File: config.mk
export PLATFORM = sky130hd
export DESIGN_NAME = watchdog_with_reset_cause
export DESIGN_NICKNAME = d
export VERILOG_FILES = /design/src/core/watchdog_with_reset_cause.v
export VERILOG_INCLUDE_DIRS = /design/src /design/src/core
export SDC_FILE = /design/constraint.sdc
export NUM_CORES = 1
export LEC_CHECK = 0
export ABC_AREA = 1
export BUFFER_PORTS_ARGS = -buffer_cell sky130_fd_sc_hd__buf_2
export CORE_MARGIN = 10
export CORE_UTILIZATION = 54
export CTS_CLUSTER_SIZE = 16
export DETAILED_ROUTE_END_ITERATION = 12
export PLACE_DENSITY = 0.89
export SLEW_MARGIN = 40
export SYNTH_ARGS = -nofsm -noshare
export SYNTH_HDL_FRONTEND = slang
export SYNTH_SLANG_ARGS = --single-unit
export TNS_END_PERCENT = 20
File: constraint.sdc
create_clock -name pclk -period 1.97 [get_ports pclk]
set_input_delay 0.2955 -clock pclk [delete_from_list [all_inputs] [get_ports pclk]]
set_output_delay 0.2955 -clock pclk [all_outputs]
set_load 0.005 [all_outputs]
File: src/core/watchdog_map.vh
`ifndef WATCHDOG_MAP_VH
`define WATCHDOG_MAP_VH
// register byte addresses: each register index times four
`define SCS_INDEX 16'h0013
`define SVC_INDEX 16'h1ff0
`define ADDR_SCS 16'h004c
`define ADDR_SVC 16'h7fc0
`define ADDR_INT_STATUS 16'h8000
`define ADDR_INT_MASK 16'h8004
// system_control_status fields
`define BIT_STOP_FLAG 4
`define BIT_ILADDR_FLAG 3
`define BIT_WDOG_FLAG 2
`define BIT_RATE_HI 1
`define BIT_RATE_LO 0
`define BIT_SVC 0
// interrupt status / mask fields
`define INT_TIMEOUT 0
`define INT_LOCK 1
`define INT_WIDTH 2
// oscillator tick: 32.768 kHz reference derived from 40 MHz pclk
`define OSC_HZ 32768
`define PCLK_HZ 40000000
// 1 second minimum timeout = 2^15 oscillator ticks; rates double per code
`define BASE_TICKS 32768
`define CNT_W 18
`define DIV_W 11
`define RESET_PULSE 8'h08
`define RST_CNT_W 8
`define RST_IDLE_CNT 8'h00
`define RST_LAST_CNT 8'h01
`endif

File: src/core/watchdog_with_reset_cause.v
// Design decision made here: the APB register port.
`timescale 1ns/1ps
`default_nettype none
`include "watchdog_map.vh"

// Overview of operation
// - unserviced watchdog timeout forces full system reset
// - write zero to bit0 service address clears counter
// - counter held clear in reset and stop
// - rate taken from first control register write
// - bits7-5 zero, flags 4-2, rate 1-0
// - stop flag set by illegal stop, cleared by power-on, external or watchdog reset
// - address flag set by illegal-address reset
// - watchdog flag set by watchdog reset
// - watchdog only with mask option, never software-disabled
// - rate bits load on first write only
// - rates 1,2,4,8 seconds; default one second
// - rate-loading write also clears counter
// - first control register write, of any value, locks rate
// - counting continues in wait mode
// - counter halts while oscillator is off
module watchdog_with_reset_cause #(
	parameter [`DIV_W-1:0] OSC_DIV = 11'd1220,
	parameter WATCHDOG_OPTION = 1
) (
	input wire pclk,
	input wire presetn,
	input wire psel,
	input wire penable,
	input wire pwrite,
	input wire [15:0] paddr,
	input wire [31:0] pwdata,
	output reg [31:0] prdata,
	output reg pready,
	output reg pslverr,
	input wire stop_mode,
	input wire osc_off,
	input wire wait_mode,
	input wire cause_power_on,
	input wire cause_external,
	input wire cause_illegal_address,
	input wire cause_illegal_stop,
	output reg system_reset_req,
	output reg irq
);

	// pin inputs synchronised through three flops; the first is read only by the second
	reg [2:0] stop_s_r;
	reg [2:0] osc_s_r;
	reg [2:0] por_s_r;
	reg [2:0] ext_s_r;
	reg [2:0] ila_s_r;
	reg [2:0] ils_s_r;
	reg stop_q_r;
	reg osc_q_r;
	reg por_q_r;
	reg ext_q_r;
	reg ila_q_r;
	reg ils_q_r;
	reg ila_prev_r;
	reg ils_prev_r;
	reg [`DIV_W-1:0] div_r;
	reg [`CNT_W-1:0] cnt_r;
	reg [1:0] rate_r;
	reg locked_r;
	reg stop_flag_r;
	reg iladdr_flag_r;
	reg wdog_flag_r;
	reg [`INT_WIDTH-1:0] int_status_r;
	reg [`INT_WIDTH-1:0] int_mask_r;
	reg [`RST_CNT_W-1:0] rst_cnt_r;
	reg [`RST_CNT_W-1:0] rst_cnt_nxt;
	reg [1:0] pulse_state_r;
	reg [1:0] pulse_state_nxt;
	reg req_nxt;
	reg [31:0] prdata_nxt;
	reg pslverr_nxt;

	// reset pulse sequencer states, one-hot
	localparam [1:0] PULSE_IDLE = 2'b01;
	localparam [1:0] PULSE_HIGH = 2'b10;

	wire acc = psel & penable;
	wire setup = psel & ~penable;
	wire wr = acc & pwrite;
	wire rd_setup = setup & ~pwrite;
	wire wr_scs = wr & hit(paddr, `ADDR_SCS);
	wire svc = wr & hit(paddr, `ADDR_SVC) & ~pwdata[`BIT_SVC];
	wire first_wr = wr_scs & ~locked_r;
	// tick is gated by osc_off so a frozen divider cannot fire a timeout
	wire tick = (div_r == OSC_DIV) & ~osc_q_r;
	wire pulse_busy = (pulse_state_r == PULSE_HIGH);
	wire cnt_clr = svc | first_wr | stop_q_r | pulse_busy;
	wire timeout;
	wire fire;
	wire ila_evt = ila_q_r & ~ila_prev_r;
	wire ils_evt = ils_q_r & ~ils_prev_r;
	wire [7:0] scs_val;

	// terminal count of the chain, cut to the counter width on purpose
	function [`CNT_W-1:0] last_count;
		input [1:0] sel;
		reg [31:0] full;
		begin
			full = (`BASE_TICKS << sel) - 1;
			last_count = full[`CNT_W-1:0];
		end
	endfunction

	function hit;
		input [15:0] addr;
		input [15:0] target;
		begin
			hit = (addr == target);
		end
	endfunction

	function filt;
		input [2:0] s;
		input q;
		begin
			filt = (s[2] == s[1]) ? s[2] : q;
		end
	endfunction

	// a service in the last cycle wins over the timeout
	assign timeout = tick & ~cnt_clr & (cnt_r == last_count(rate_r));
	assign fire = timeout & (WATCHDOG_OPTION != 0);
	assign scs_val = {3'b000, stop_flag_r, iladdr_flag_r, wdog_flag_r, rate_r};

	always @(posedge pclk or negedge presetn) begin
		if (!presetn) begin
			stop_s_r <= 3'b000;
			stop_q_r <= 1'b0;
		end else begin
			stop_s_r <= {stop_s_r[1:0], stop_mode};
			stop_q_r <= filt(stop_s_r, stop_q_r);
		end
	end

	always @(posedge pclk or negedge presetn) begin
		if (!presetn) begin
			osc_s_r <= 3'b000;
			osc_q_r <= 1'b0;
		end else begin
			osc_s_r <= {osc_s_r[1:0], osc_off};
			osc_q_r <= filt(osc_s_r, osc_q_r);
		end
	end

	always @(posedge pclk or negedge presetn) begin
		if (!presetn) begin
			por_s_r <= 3'b000;
			por_q_r <= 1'b0;
		end else begin
			por_s_r <= {por_s_r[1:0], cause_power_on};
			por_q_r <= filt(por_s_r, por_q_r);
		end
	end

	always @(posedge pclk or negedge presetn) begin
		if (!presetn) begin
			ext_s_r <= 3'b000;
			ext_q_r <= 1'b0;
		end else begin
			ext_s_r <= {ext_s_r[1:0], cause_external};
			ext_q_r <= filt(ext_s_r, ext_q_r);
		end
	end

	always @(posedge pclk or negedge presetn) begin
		if (!presetn) begin
			ila_s_r <= 3'b000;
			ila_q_r <= 1'b0;
			ila_prev_r <= 1'b0;
		end else begin
			ila_s_r <= {ila_s_r[1:0], cause_illegal_address};
			ila_q_r <= filt(ila_s_r, ila_q_r);
			ila_prev_r <= ila_q_r;
		end
	end

	always @(posedge pclk or negedge presetn) begin
		if (!presetn) begin
			ils_s_r <= 3'b000;
			ils_q_r <= 1'b0;
			ils_prev_r <= 1'b0;
		end else begin
			ils_s_r <= {ils_s_r[1:0], cause_illegal_stop};
			ils_q_r <= filt(ils_s_r, ils_q_r);
			ils_prev_r <= ils_q_r;
		end
	end

	// oscillator-rate prescaler; wait_mode deliberately not used so counting goes on
	always @(posedge pclk or negedge presetn) begin
		if (!presetn) begin
			div_r <= {`DIV_W{1'b0}};
		end else if (osc_q_r) begin
			div_r <= div_r;
		end else if (tick) begin
			div_r <= {`DIV_W{1'b0}};
		end else begin
			div_r <= div_r + 1'b1;
		end
	end

	always @(posedge pclk or negedge presetn) begin
		if (!presetn) begin
			cnt_r <= {`CNT_W{1'b0}};
		end else if (stop_q_r || pulse_busy) begin
			cnt_r <= {`CNT_W{1'b0}};
		end else if (svc || first_wr) begin
			cnt_r <= {`CNT_W{1'b0}};
		end else if (tick) begin
			cnt_r <= timeout ? {`CNT_W{1'b0}} : cnt_r + 1'b1;
		end
	end

	// rate locks on the first write; a rmw bit op writes back the default value
	always @(posedge pclk or negedge presetn) begin
		if (!presetn) begin
			rate_r <= 2'b00;
			locked_r <= 1'b0;
		end else if (first_wr) begin
			rate_r <= pwdata[`BIT_RATE_HI:`BIT_RATE_LO];
			locked_r <= 1'b1;
		end
	end

	// reset-cause flags; bus writes never reach them, and they survive presetn
	always @(posedge pclk) begin
		if (por_q_r || ext_q_r) begin
			stop_flag_r <= 1'b0;
			iladdr_flag_r <= 1'b0;
			wdog_flag_r <= 1'b0;
		end else if (fire) begin
			stop_flag_r <= 1'b0;
			iladdr_flag_r <= 1'b0;
			wdog_flag_r <= 1'b1;
		end else if (ila_evt) begin
			iladdr_flag_r <= 1'b1;
			wdog_flag_r <= 1'b0;
		end else if (ils_evt) begin
			stop_flag_r <= 1'b1;
		end
	end

	// reset request stretched so the system sees a clean pulse
	always @* begin
		pulse_state_nxt = pulse_state_r;
		rst_cnt_nxt = rst_cnt_r;
		req_nxt = 1'b0;
		case (pulse_state_r)
		PULSE_IDLE: begin
			if (fire) begin
				pulse_state_nxt = PULSE_HIGH;
				rst_cnt_nxt = `RESET_PULSE;
				req_nxt = 1'b1;
			end
		end
		PULSE_HIGH: begin
			rst_cnt_nxt = rst_cnt_r - 1'b1;
			req_nxt = (rst_cnt_r != `RST_LAST_CNT);
			if (rst_cnt_r == `RST_LAST_CNT)
				pulse_state_nxt = PULSE_IDLE;
		end
		default: begin
			pulse_state_nxt = PULSE_IDLE;
			rst_cnt_nxt = `RST_IDLE_CNT;
		end
		endcase
	end

	always @(posedge pclk or negedge presetn) begin
		if (!presetn) begin
			pulse_state_r <= PULSE_IDLE;
			rst_cnt_r <= `RST_IDLE_CNT;
			system_reset_req <= 1'b0;
		end else begin
			pulse_state_r <= pulse_state_nxt;
			rst_cnt_r <= rst_cnt_nxt;
			system_reset_req <= req_nxt;
		end
	end

	// status clears when its read is set up; the read data already holds the old value,
	// and an event in that same cycle still wins
	always @(posedge pclk or negedge presetn) begin
		if (!presetn) begin
			int_status_r <= {`INT_WIDTH{1'b0}};
		end else begin
			int_status_r <= ((rd_setup && hit(paddr, `ADDR_INT_STATUS)) ? {`INT_WIDTH{1'b0}} : int_status_r)
				| {first_wr, timeout};
		end
	end

	always @(posedge pclk or negedge presetn) begin
		if (!presetn) begin
			int_mask_r <= {`INT_WIDTH{1'b0}};
		end else if (wr && hit(paddr, `ADDR_INT_MASK)) begin
			int_mask_r <= pwdata[`INT_WIDTH-1:0];
		end
	end

	always @(posedge pclk or negedge presetn) begin
		if (!presetn) begin
			irq <= 1'b0;
		end else begin
			irq <= |(int_status_r & int_mask_r);
		end
	end

	// read data is formed at the setup edge so the access phase needs no wait state
	always @* begin
		prdata_nxt = 32'h0000_0000;
		pslverr_nxt = 1'b0;
		if (setup) begin
			case (paddr)
			`ADDR_SCS: prdata_nxt = {24'h000000, scs_val};
			`ADDR_SVC: prdata_nxt = 32'h0000_0000;
			`ADDR_INT_STATUS: prdata_nxt = {30'h00000000, int_status_r};
			`ADDR_INT_MASK: prdata_nxt = {30'h00000000, int_mask_r};
			default: pslverr_nxt = 1'b1;
			endcase
		end
	end

	always @(posedge pclk or negedge presetn) begin
		if (!presetn) begin
			prdata <= 32'h0000_0000;
			pready <= 1'b0;
			pslverr <= 1'b0;
		end else begin
			pready <= setup;
			pslverr <= pslverr_nxt;
			prdata <= prdata_nxt;
		end
	end

endmodule
`default_nettype wire

Word level (Yosys, flattened, before mapping)

Cells that the tools add are included.
Widths: inputs -> output; s select.

Bits in registers: 111
Input port bits: 60
Output and inout port bits: 36
Logic and storage cells: 111

Add/subtract/negate cells: 4
Equal/unequal tests: 18
Shifts and indexed selects: 1
Mux-type cells: 19
Bitwise operators: 27
Reductions and logical operators: 12

Operator list:

| kind                  | number |
|---|---|
| $mux 18               | 4 |
| $eq 16x16->1 const B  | 2 |
| $mux 32               | 1 |
| $add 18x1->18 const B | 1 |
| $eq 18x18->1          | 1 |
| $shl 16x2->18 const A | 1 |
| $sub 18x2->18 const B | 1 |
| $eq 16x15->1 const B  | 1 |
| $eq 16x7->1 const B   | 1 |
| $pmux 8 s2            | 1 |
| $pmux 5 s3            | 1 |
| $and 1x1->1           | 13 |
| $add 11x1->11 const B | 1 |
| $eq 11x11->1 const B  | 1 |
| $mux 11               | 1 |
| $not 1->1             | 9 |
| $eq 8x1->1 const B    | 1 |
| $mux 8                | 1 |
| $ne 8x1->1 const B    | 1 |
| $sub 8x1->8 const B   | 1 |
| $eq 1x1->1            | 6 |
| $mux 2                | 3 |
| $mux 1                | 5 |
| $pmux 2 s2            | 1 |
| other kinds (15)      | 22 |

Logic depth before layout (Yosys ltp)

Gate-level depths: netlist of run 1.

Depth after elaboration: 14
Depth in mapped cells: 12
Gate-level depth less buffers: 12

Worst setup path after synthesis of run 1

Ideal clock, no wire load.

Kind: register to register
Start: reg pulse_state_r[0]
End: reg pulse_state_r[1]
Library setup time: 66 ps
Data arrival time: 1635 ps
Data required time: 1904 ps
Slack: 270 ps
Stages on the path, launching flop included: 11
Path buffers: 1
Clock period less this slack: 1700 ps
Path through: dfstp_2 -> inv_1 -> ha_1 -> nor2_1 -> nand2_1 -> nor2_2 -> nand3_4 -> nand2_4 -> buf_12 -> nand3_1 -> nand2_1

Cells in the longest elaborated chain, start to end: 7
Elaborated cells between the ends (all ways): 10
Those cells by class: 4 x eq/ne; 1 x mux; 4 x bitwise; 1 x reduce/logical

Ends and longest elaborated chain:

| element                           | RTL line                                                        | source |
|---|---|---|
| start: declaration                | watchdog_with_reset_cause.v:73                                  | `reg [1:0] pulse_state_r;` |
| start signal: assignment          | watchdog_with_reset_cause.v:281                                 | `pulse_state_r <= pulse_state_nxt;` |
| $eq 2x2->1                        | watchdog_with_reset_cause.v:92, watchdog_with_reset_cause.v:254 |  |
| $or 1x1->1                        | watchdog_with_reset_cause.v:93                                  | `wire cnt_clr = svc \| first_wr \| stop_q_r \| pulse_busy;` |
| $not 1->1                         | watchdog_with_reset_cause.v:127                                 | `assign timeout = tick & ~cnt_clr & (cnt_r == last_count(rate_r));` |
| $and 1x1->1 (2 in a row)          | watchdog_with_reset_cause.v:127                                 |  |
| $ne 2x2->1 (no source line)       | n/a                                                             |  |
| $reduce_and 2->1 (no source line) | n/a                                                             |  |

Several ways; a longest one is shown, not always the timed one.
A chain may end at the register's enable or synchronous reset.

Worst setup path after layout of run 1

Ends and elaborated chain as after synthesis.

==> impl_metrics.toml, run 1 <==
[status]
status = "finished, final reports clean"

[power_and_ir_drop]
irDropWorstVdd_uv = 457.1
switching_share_pct = 28.27
p_sw_mw = 0.9681
seq_power_share_pct = 55.8
power_density_nw_per_um2 = 727.7
p_leak_nw = 2.335
cellInternalPower_mw = 2.457
p_total_mw = 3.425
clock_power_share_pct = 32.6
power_frac_comb_pct = 11.6

[placement]
dp.cells = 637
placed_cell_area_sq_um = 4441
place_congestion = 0.8419
dp_hpwl_um = 6801
port_buffers = 37
preCtsSetupSlack_ps = 18.74

[yosys]
synth_xor_xnor_area_share_pct = 2.921
ys_ff_latch = 84
synth_cell_type_count = 38
synth_fa_ha_area_share_pct = 3.517
synth-edff-count = 0
synth_area_leader_cell = "dfrtp_1"
synth.area.mux_share_pct = 0
synth_area_leaders = "dfrtp_1 (48%), nand2_1 (9.4%), inv_1 (5.9%)"
synth_compound_area_share_pct = 6.975
synthArstFlopShare_pct = 96.43
yosys.area_share.simple_pct = 25.07
synth_flop_cell = "dfrtp_1"
ys_warn_count = 0
syn-cell-area_sq_um = 4198
postSynthCellCount = 495
ys_seq_area_share_pct = 49.75
synth.top_cell.area_share_pct = 47.69
synth_area_per_cell_sq_um = 8.480
synth_top_family_by_area = "simple AND/OR/NAND/NOR gates"

[final_layout]
syn2layout_area_growth_pct = 12.10
final_cell_area_sq_um = 4706
fin_cells = 659
layout.nets = 619
antenna_cells = 0
drive_gt1_share_pct = 16.16
post-route-util_pct = 61.53
fillCellCount = 599
final_common_cell = "nand2_1"
final_cell_mix = "nand2_1 (104), dfrtp_1 (79), inv_1 (65)"

[floorplan]
fp.dieH_um = 108.2
dieArea_sq_um = 11700
core.rowCount = 32
coreArea_sq_um = 7647
chipWidth_um = 108.2
io_pins = 96
initial_core_util_pct = 54.89

[sta]
slew_viol_final = 0
setup_ws_ps = 90.24
fin_tns_setup_ps = 0
hold_ws_ps = 41.43
hold_viol = 0
fmax_mhz = 532.0
period_needed_ps = 1880
finalClockSkew_ps = 15.59
setup_viol = 0
min_period_over_period_pct = 95.42

[critical_path]
worstPathArrival_ps = 2120
start_kind = "register"
critical_path_class = "register to register"
crit_required_ps = 2210
cp-end-kind = "register"
crit_fanout = 15

[global_route]
first_global_vias = 3469
grt_util_all_layers_pct = 16.08
grt.busiest_layer = "met2"
grt_max_degree = 48
met1_usage_pct = 17.14
antenna_found_initial = 0
met2_usage_pct = 28.75
met3_usage_pct = 3.153
gr-total-overflow = 0
grt_pass1_wl_um = 15280

[cts]
cts_made_buffers = 9
cts.sinks = 84
path_clk_slew_ps = 80
worst_skew_pair.late_latency_ps = 360
clock_path_buffers = 2
cts_tree = "built"
root_buffer = "clkbuf_8"
cts_max_level = 3

[detailed_routing]
drt_iter0_markers = 208
viasPerCell = 5.217
drc_errors = 0
firstDrtPassIters = 5
num_vias = 3438
wl_um = 9248
ant_nets = 0
routedWlPerCell_um = 14.03

[worst_hold_path]
hold_path_class = "input pin to register"

[run]
maxCapViolCount = 0
[sequential cells by signal, summed over array words and instances, names as in the netlist, 2 cells and up]
register / flops
pulse_state_r: 2
int_mask_r: 2
ext_s_r: 3
rate_r: 2
prdata: 5
div_r: 11
rst_cnt_r: 8
por_s_r: 3
osc_s_r: 3
stop_s_r: 3
cnt_r: 18
ila_s_r: 3
ils_s_r: 3
int_status_r: 2
[critical path, stage by stage (launching register included)]
cell     delay, ps
dfstp_2        550
inv_1           50
ha_1           220
nor2_2         170
nand2_1        140
nor2_4         190
nand3_4        120
nand2_8        130
nand2_1         90
nand2_1         70
nand2_1         50
[worst paths after layout]
kind	startpoint	endpoint	slack (ps)	cells after the start
setup / recovery	pulse_state_r[0]$_DFFE_PN1P_	pulse_state_r[1]$_DFFE_PN0P_	90	10
hold / removal	osc_off	osc_s_r[0]$_DFF_PN0_	40	1
setup reg to reg	pulse_state_r[0]$_DFFE_PN1P_	pulse_state_r[1]$_DFFE_PN0P_	90	10
hold reg to reg	osc_s_r[0]$_DFF_PN0_	osc_s_r[1]$_DFF_PN0_	360	0
max in group asynchronous	presetn	cnt_r[0]$_DFFE_PN0P_	930	3
min in group asynchronous	presetn	osc_s_r[2]$_DFF_PN0_	440	2
[kinds of logic (layout without fill, tap and decap cells)]
group,count (synthesis),count (layout)
AOI/OAI and AO/OA,51,51
xor gates and xnor gates,14,14
adders and majority gates,13,13
buffers and inverters,99,135
DFF,84,84
other,1,27
and+or+nand+nor,233,233
[routing by layer]
metal	wire [um]	vias up
met2	4821	117
li1	-	1650
met1	3599	1646
met5	0	-
met3	521	25
met4	306	0
[cells in the mapped netlist (all sizes together), types with 2 or more instances]
library cell and n:
nand2 106, nor2 58, nand4 11, xnor2 3, maj3 6, a21oi 9, nor3b 2, nor3 13
dfrtp 80, dfxtp 3, o211ai 2, xor2 11, o21ai 31, nand3b 2, o22ai 6, ha 7
nand3 35, buf 29, inv 70, nor4 4
[power groups by stage]
| stage | logic, mW | clock network, mW | registers (mW) |
|---|---|---|---|
| after global placement | 0.330 | 0 | 1.93 |
| final | 0.396 | 1.12 | 1.91 |
| after floorplan | 0.263 | 0 | 1.92 |
| after CTS | 0.375 | 1.14 | 1.91 |
| after global routing | 0.457 | 1.20 | 1.92 |
| after detailed placement | 0.369 | 0 | 1.94 |
[what timing repair did]
item | 4_1_cts | 5_1_grt
gates resized for setup | 0 | 11
setup buffers | 0 | 5
hold buffers | 1 | 0
endpoints found under the hold margin | 33 | 0
setup endpoints to repair | 0 | 33
[layout make-up]
class | count | area (sq um) | area share [%]
well taps | 102 | 127.6 | 2.712
inverters | 70 | 265.3 | 5.637
repair buffers | 49 | 292.8 | 6.222
flip-flops and latches | 84 | 2090 | 44.40
clock inverters | 5 | 35.03 | 0.7445
clock buffers | 11 | 141.4 | 3.005
multi-input cells | 338 | 1754 | 37.28
(Power assumes the default switching activity.)
==> run 2: changes to the inputs <==
Settings changed: CORE_MARGIN 10 to not set, RECOVER_POWER set to 50.
==> run 2 against run 1 <==
Effect of this change: wire length decreased by 14%; power increased by 0.53%; final area decreased by 0.53%; clock power increased by 4%; sequential cell count unchanged; sequential power about the same; combinational power decreased by 5.8%; largest power group unchanged; non-clock buffer count increased by 2; clock skew decreased by 6.8 ps; largest cell class unchanged; register-to-register slack improved by 60 ps.
==> impl_metrics.toml, run 2 (synthesized netlist as in run 1, its figures left out) <==
[status]
status = "finished, final reports clean"

[global_route]
grt_max_degree = 37
grt.busiest_layer = "met2"
antenna_found_initial = 0
grt_util_all_layers_pct = 21.03
first_global_vias = 3305
met3_usage_pct = 5.245
gr-total-overflow = 0
met2_usage_pct = 35.31
grt_pass1_wl_um = 13750
met1_usage_pct = 25.20

[final_layout]
drive_gt1_share_pct = 15.38
largest_reg_flops = 18
fillCellCount = 573
reg_top3 = "cnt_r: 18 flops, div_r: 11 flops, rst_cnt_r: 8 flops"
antenna_cells = 0
final_cell_mix = "nand2_1 (105), dfrtp_1 (80), inv_1 (65)"
top_register = "cnt_r"
layout.nets = 621
post-route-util_pct = 63.51
syn2layout_area_growth_pct = 11.51
final_common_cell = "nand2_1"

[power_and_ir_drop]
p_leak_nw = 2.338
cellInternalPower_mw = 2.468
power_frac_comb_pct = 10.8
p_sw_mw = 0.9745
irDropWorstVdd_uv = 493.0
power_density_nw_per_um2 = 735.5
p_total_mw = 3.443
switching_share_pct = 28.31
clock_power_share_pct = 34.0
seq_power_share_pct = 55.1

[worst_hold_path]
whs_path_depth = 1
hold_path_class = "input pin to register"
min-delay-start = "osc_off"
whs_endpoint = "osc_s_r[0]$_DFF_PN0_"

[critical_path]
worst_r2r_path_depth = 10
cp.depth = 10
path_cells = "ha_1 -> nand3_1 -> inv_1 -> nand3_2 -> nor2_4 -> nand3_4 -> nand2_8 -> nand2_1 -> nand2_1 -> nand2_1"
worstPathArrival_ps = 2070
crit_path_max_incr_delay_ps = 420
start_kind = "register"
cp-end-kind = "register"
critical_path_class = "register to register"
r2r-end = "pulse_state_r[1]$_DFFE_PN0P_"
r2r-start = "cnt_r[0]$_DFFE_PN0P_"
rrSetupSlack_ps = 150
crit_top_cell = "nand2_1"
crit_required_ps = 2220
path_delay_family = "simple AND/OR/NAND/NOR gates"
crit_slowest_cell = "dfrtp_1"
crit_fanout = 15
critPathBufInv = 1

[cts]
cts_tree = "built"
clock_path_buffers = 2
worst_skew_pair.late_latency_ps = 360
cts_max_level = 3
cts_made_buffers = 9
root_buffer = "clkbuf_8"
cts.sinks = 84
path_clk_slew_ps = 90

[run]
maxCapViolCount = 0

[detailed_routing]
wl_um = 7998
drt_iter0_markers = 190
routedWlPerCell_um = 12.16
num_vias = 3398
viasPerCell = 5.164
ant_nets = 0
firstDrtPassIters = 4
drc_errors = 0

[sta]
fin_tns_setup_ps = 0
fmax_mhz = 548.1
max_slew_margin_pct = 46.46
min_period_over_period_pct = 92.62
hold_viol = 0
slew_viol_final = 0
setup_viol = 0
rsz0062_at_grt = "yes"
period_needed_ps = 1825
tightest_slew_ps = 803.2
finalClockSkew_ps = 8.832
hold_ws_ps = 39.01

[floorplan]
initial_core_util_pct = 56.96
chipWidth_um = 90.17
fp.dieH_um = 90.17
coreArea_sq_um = 7370
io_pins = 96
dieArea_sq_um = 8131
core.rowCount = 31

[placement]
place_congestion = 0.8627
port_buffers = 37
dp_hpwl_um = 5868
-- run 2: cell types whose count changed in the layout (fill, tap and decap cells not counted), sizes merged --
cell	before	now
buf	48	47
clkbuf	11	13
clkinv	2	0
clkinvlp	1	2
inv	72	74
-- run 2: how the worst max path moves through the flow --
stage | startpoint | endpoint | slack (ps)
4_1_cts | div_r[0]$_DFFE_PN0N_ | cnt_r[5]$_DFFE_PN0P_ | 90
3_3_place_gp | cnt_r[0]$_DFFE_PN0P_ | pulse_state_r[1]$_DFFE_PN0P_ | 180
2_1_floorplan | pulse_state_r[0]$_DFFE_PN1P_ | pulse_state_r[1]$_DFFE_PN0P_ | 270
5_1_grt | osc_q_r$_DFFE_PN0N_ | div_r[9]$_DFFE_PN0N_ | -100
6_report | cnt_r[0]$_DFFE_PN0P_ | pulse_state_r[1]$_DFFE_PN0P_ | 150
3_5_place_dp | div_r[0]$_DFFE_PN0N_ | system_reset_req$_DFF_PN0_ | 130
-- run 2: cell type report --
class | instances | area [sq um] | share of cell area, %
sequential | 84 | 2088 | 44.61
inverter | 70 | 262.8 | 5.613
timing repair buffer | 51 | 291.5 | 6.228
tap | 99 | 123.9 | 2.646
clock buffer | 10 | 137.6 | 2.940
clock inverter | 6 | 52.55 | 1.123
multi-input combinational | 338 | 1724 | 36.83
-- run 2: per-layer routing --
layer	vias up	part of all wire, %
li1	1656	-
met1	1612	43
met2	110	49
met3	20	4.9
met4	0	2.6
met5	-	0
-- run 2: per-stage QoR --
| step | instances | cell area (sq um) | setup WS [ps] |
|---|---|---|---|
| after floorplan | 521 | 4295 | 269.6 |
| after global placement | 636 | 4452 | 182.2 |
| after detailed placement | 636 | 4452 | 132.6 |
| after CTS | 653 | 4652 | 86.21 |
| after global routing | 658 | 4681 | -95.89 |
| final | 658 | 4681 | 145.4 |
-- run 2: repair_timing --
| action | CTS | global route |
|---|---|---|
| hold buffers | 1 | 0 |
| setup buffers | 0 | 5 |
| hold endpoints to repair | 30 | 0 |
| gates resized for setup | 0 | 4 |
| setup endpoints to repair | 0 | 22 |
-- run 2: worst reg2reg max path: cells and delay by family (launching register included) --
kind,cells,cell delay [ps]
AND/OR/NAND/NOR,8,940
buffers and inverters,1,130
adder cells (fa/ha/maj),1,220
flip-flops,1,420
-- run 2: power groups by stage --
stage               clock [mW]  sequential [mW]  combinational, mW
floorplan                    0             1.92              0.263
finish                    1.17             1.90              0.373
detailed placement           0             1.93              0.367
global placement             0             1.93              0.335
global route              1.27             1.92              0.428
CTS                       1.21             1.90              0.376
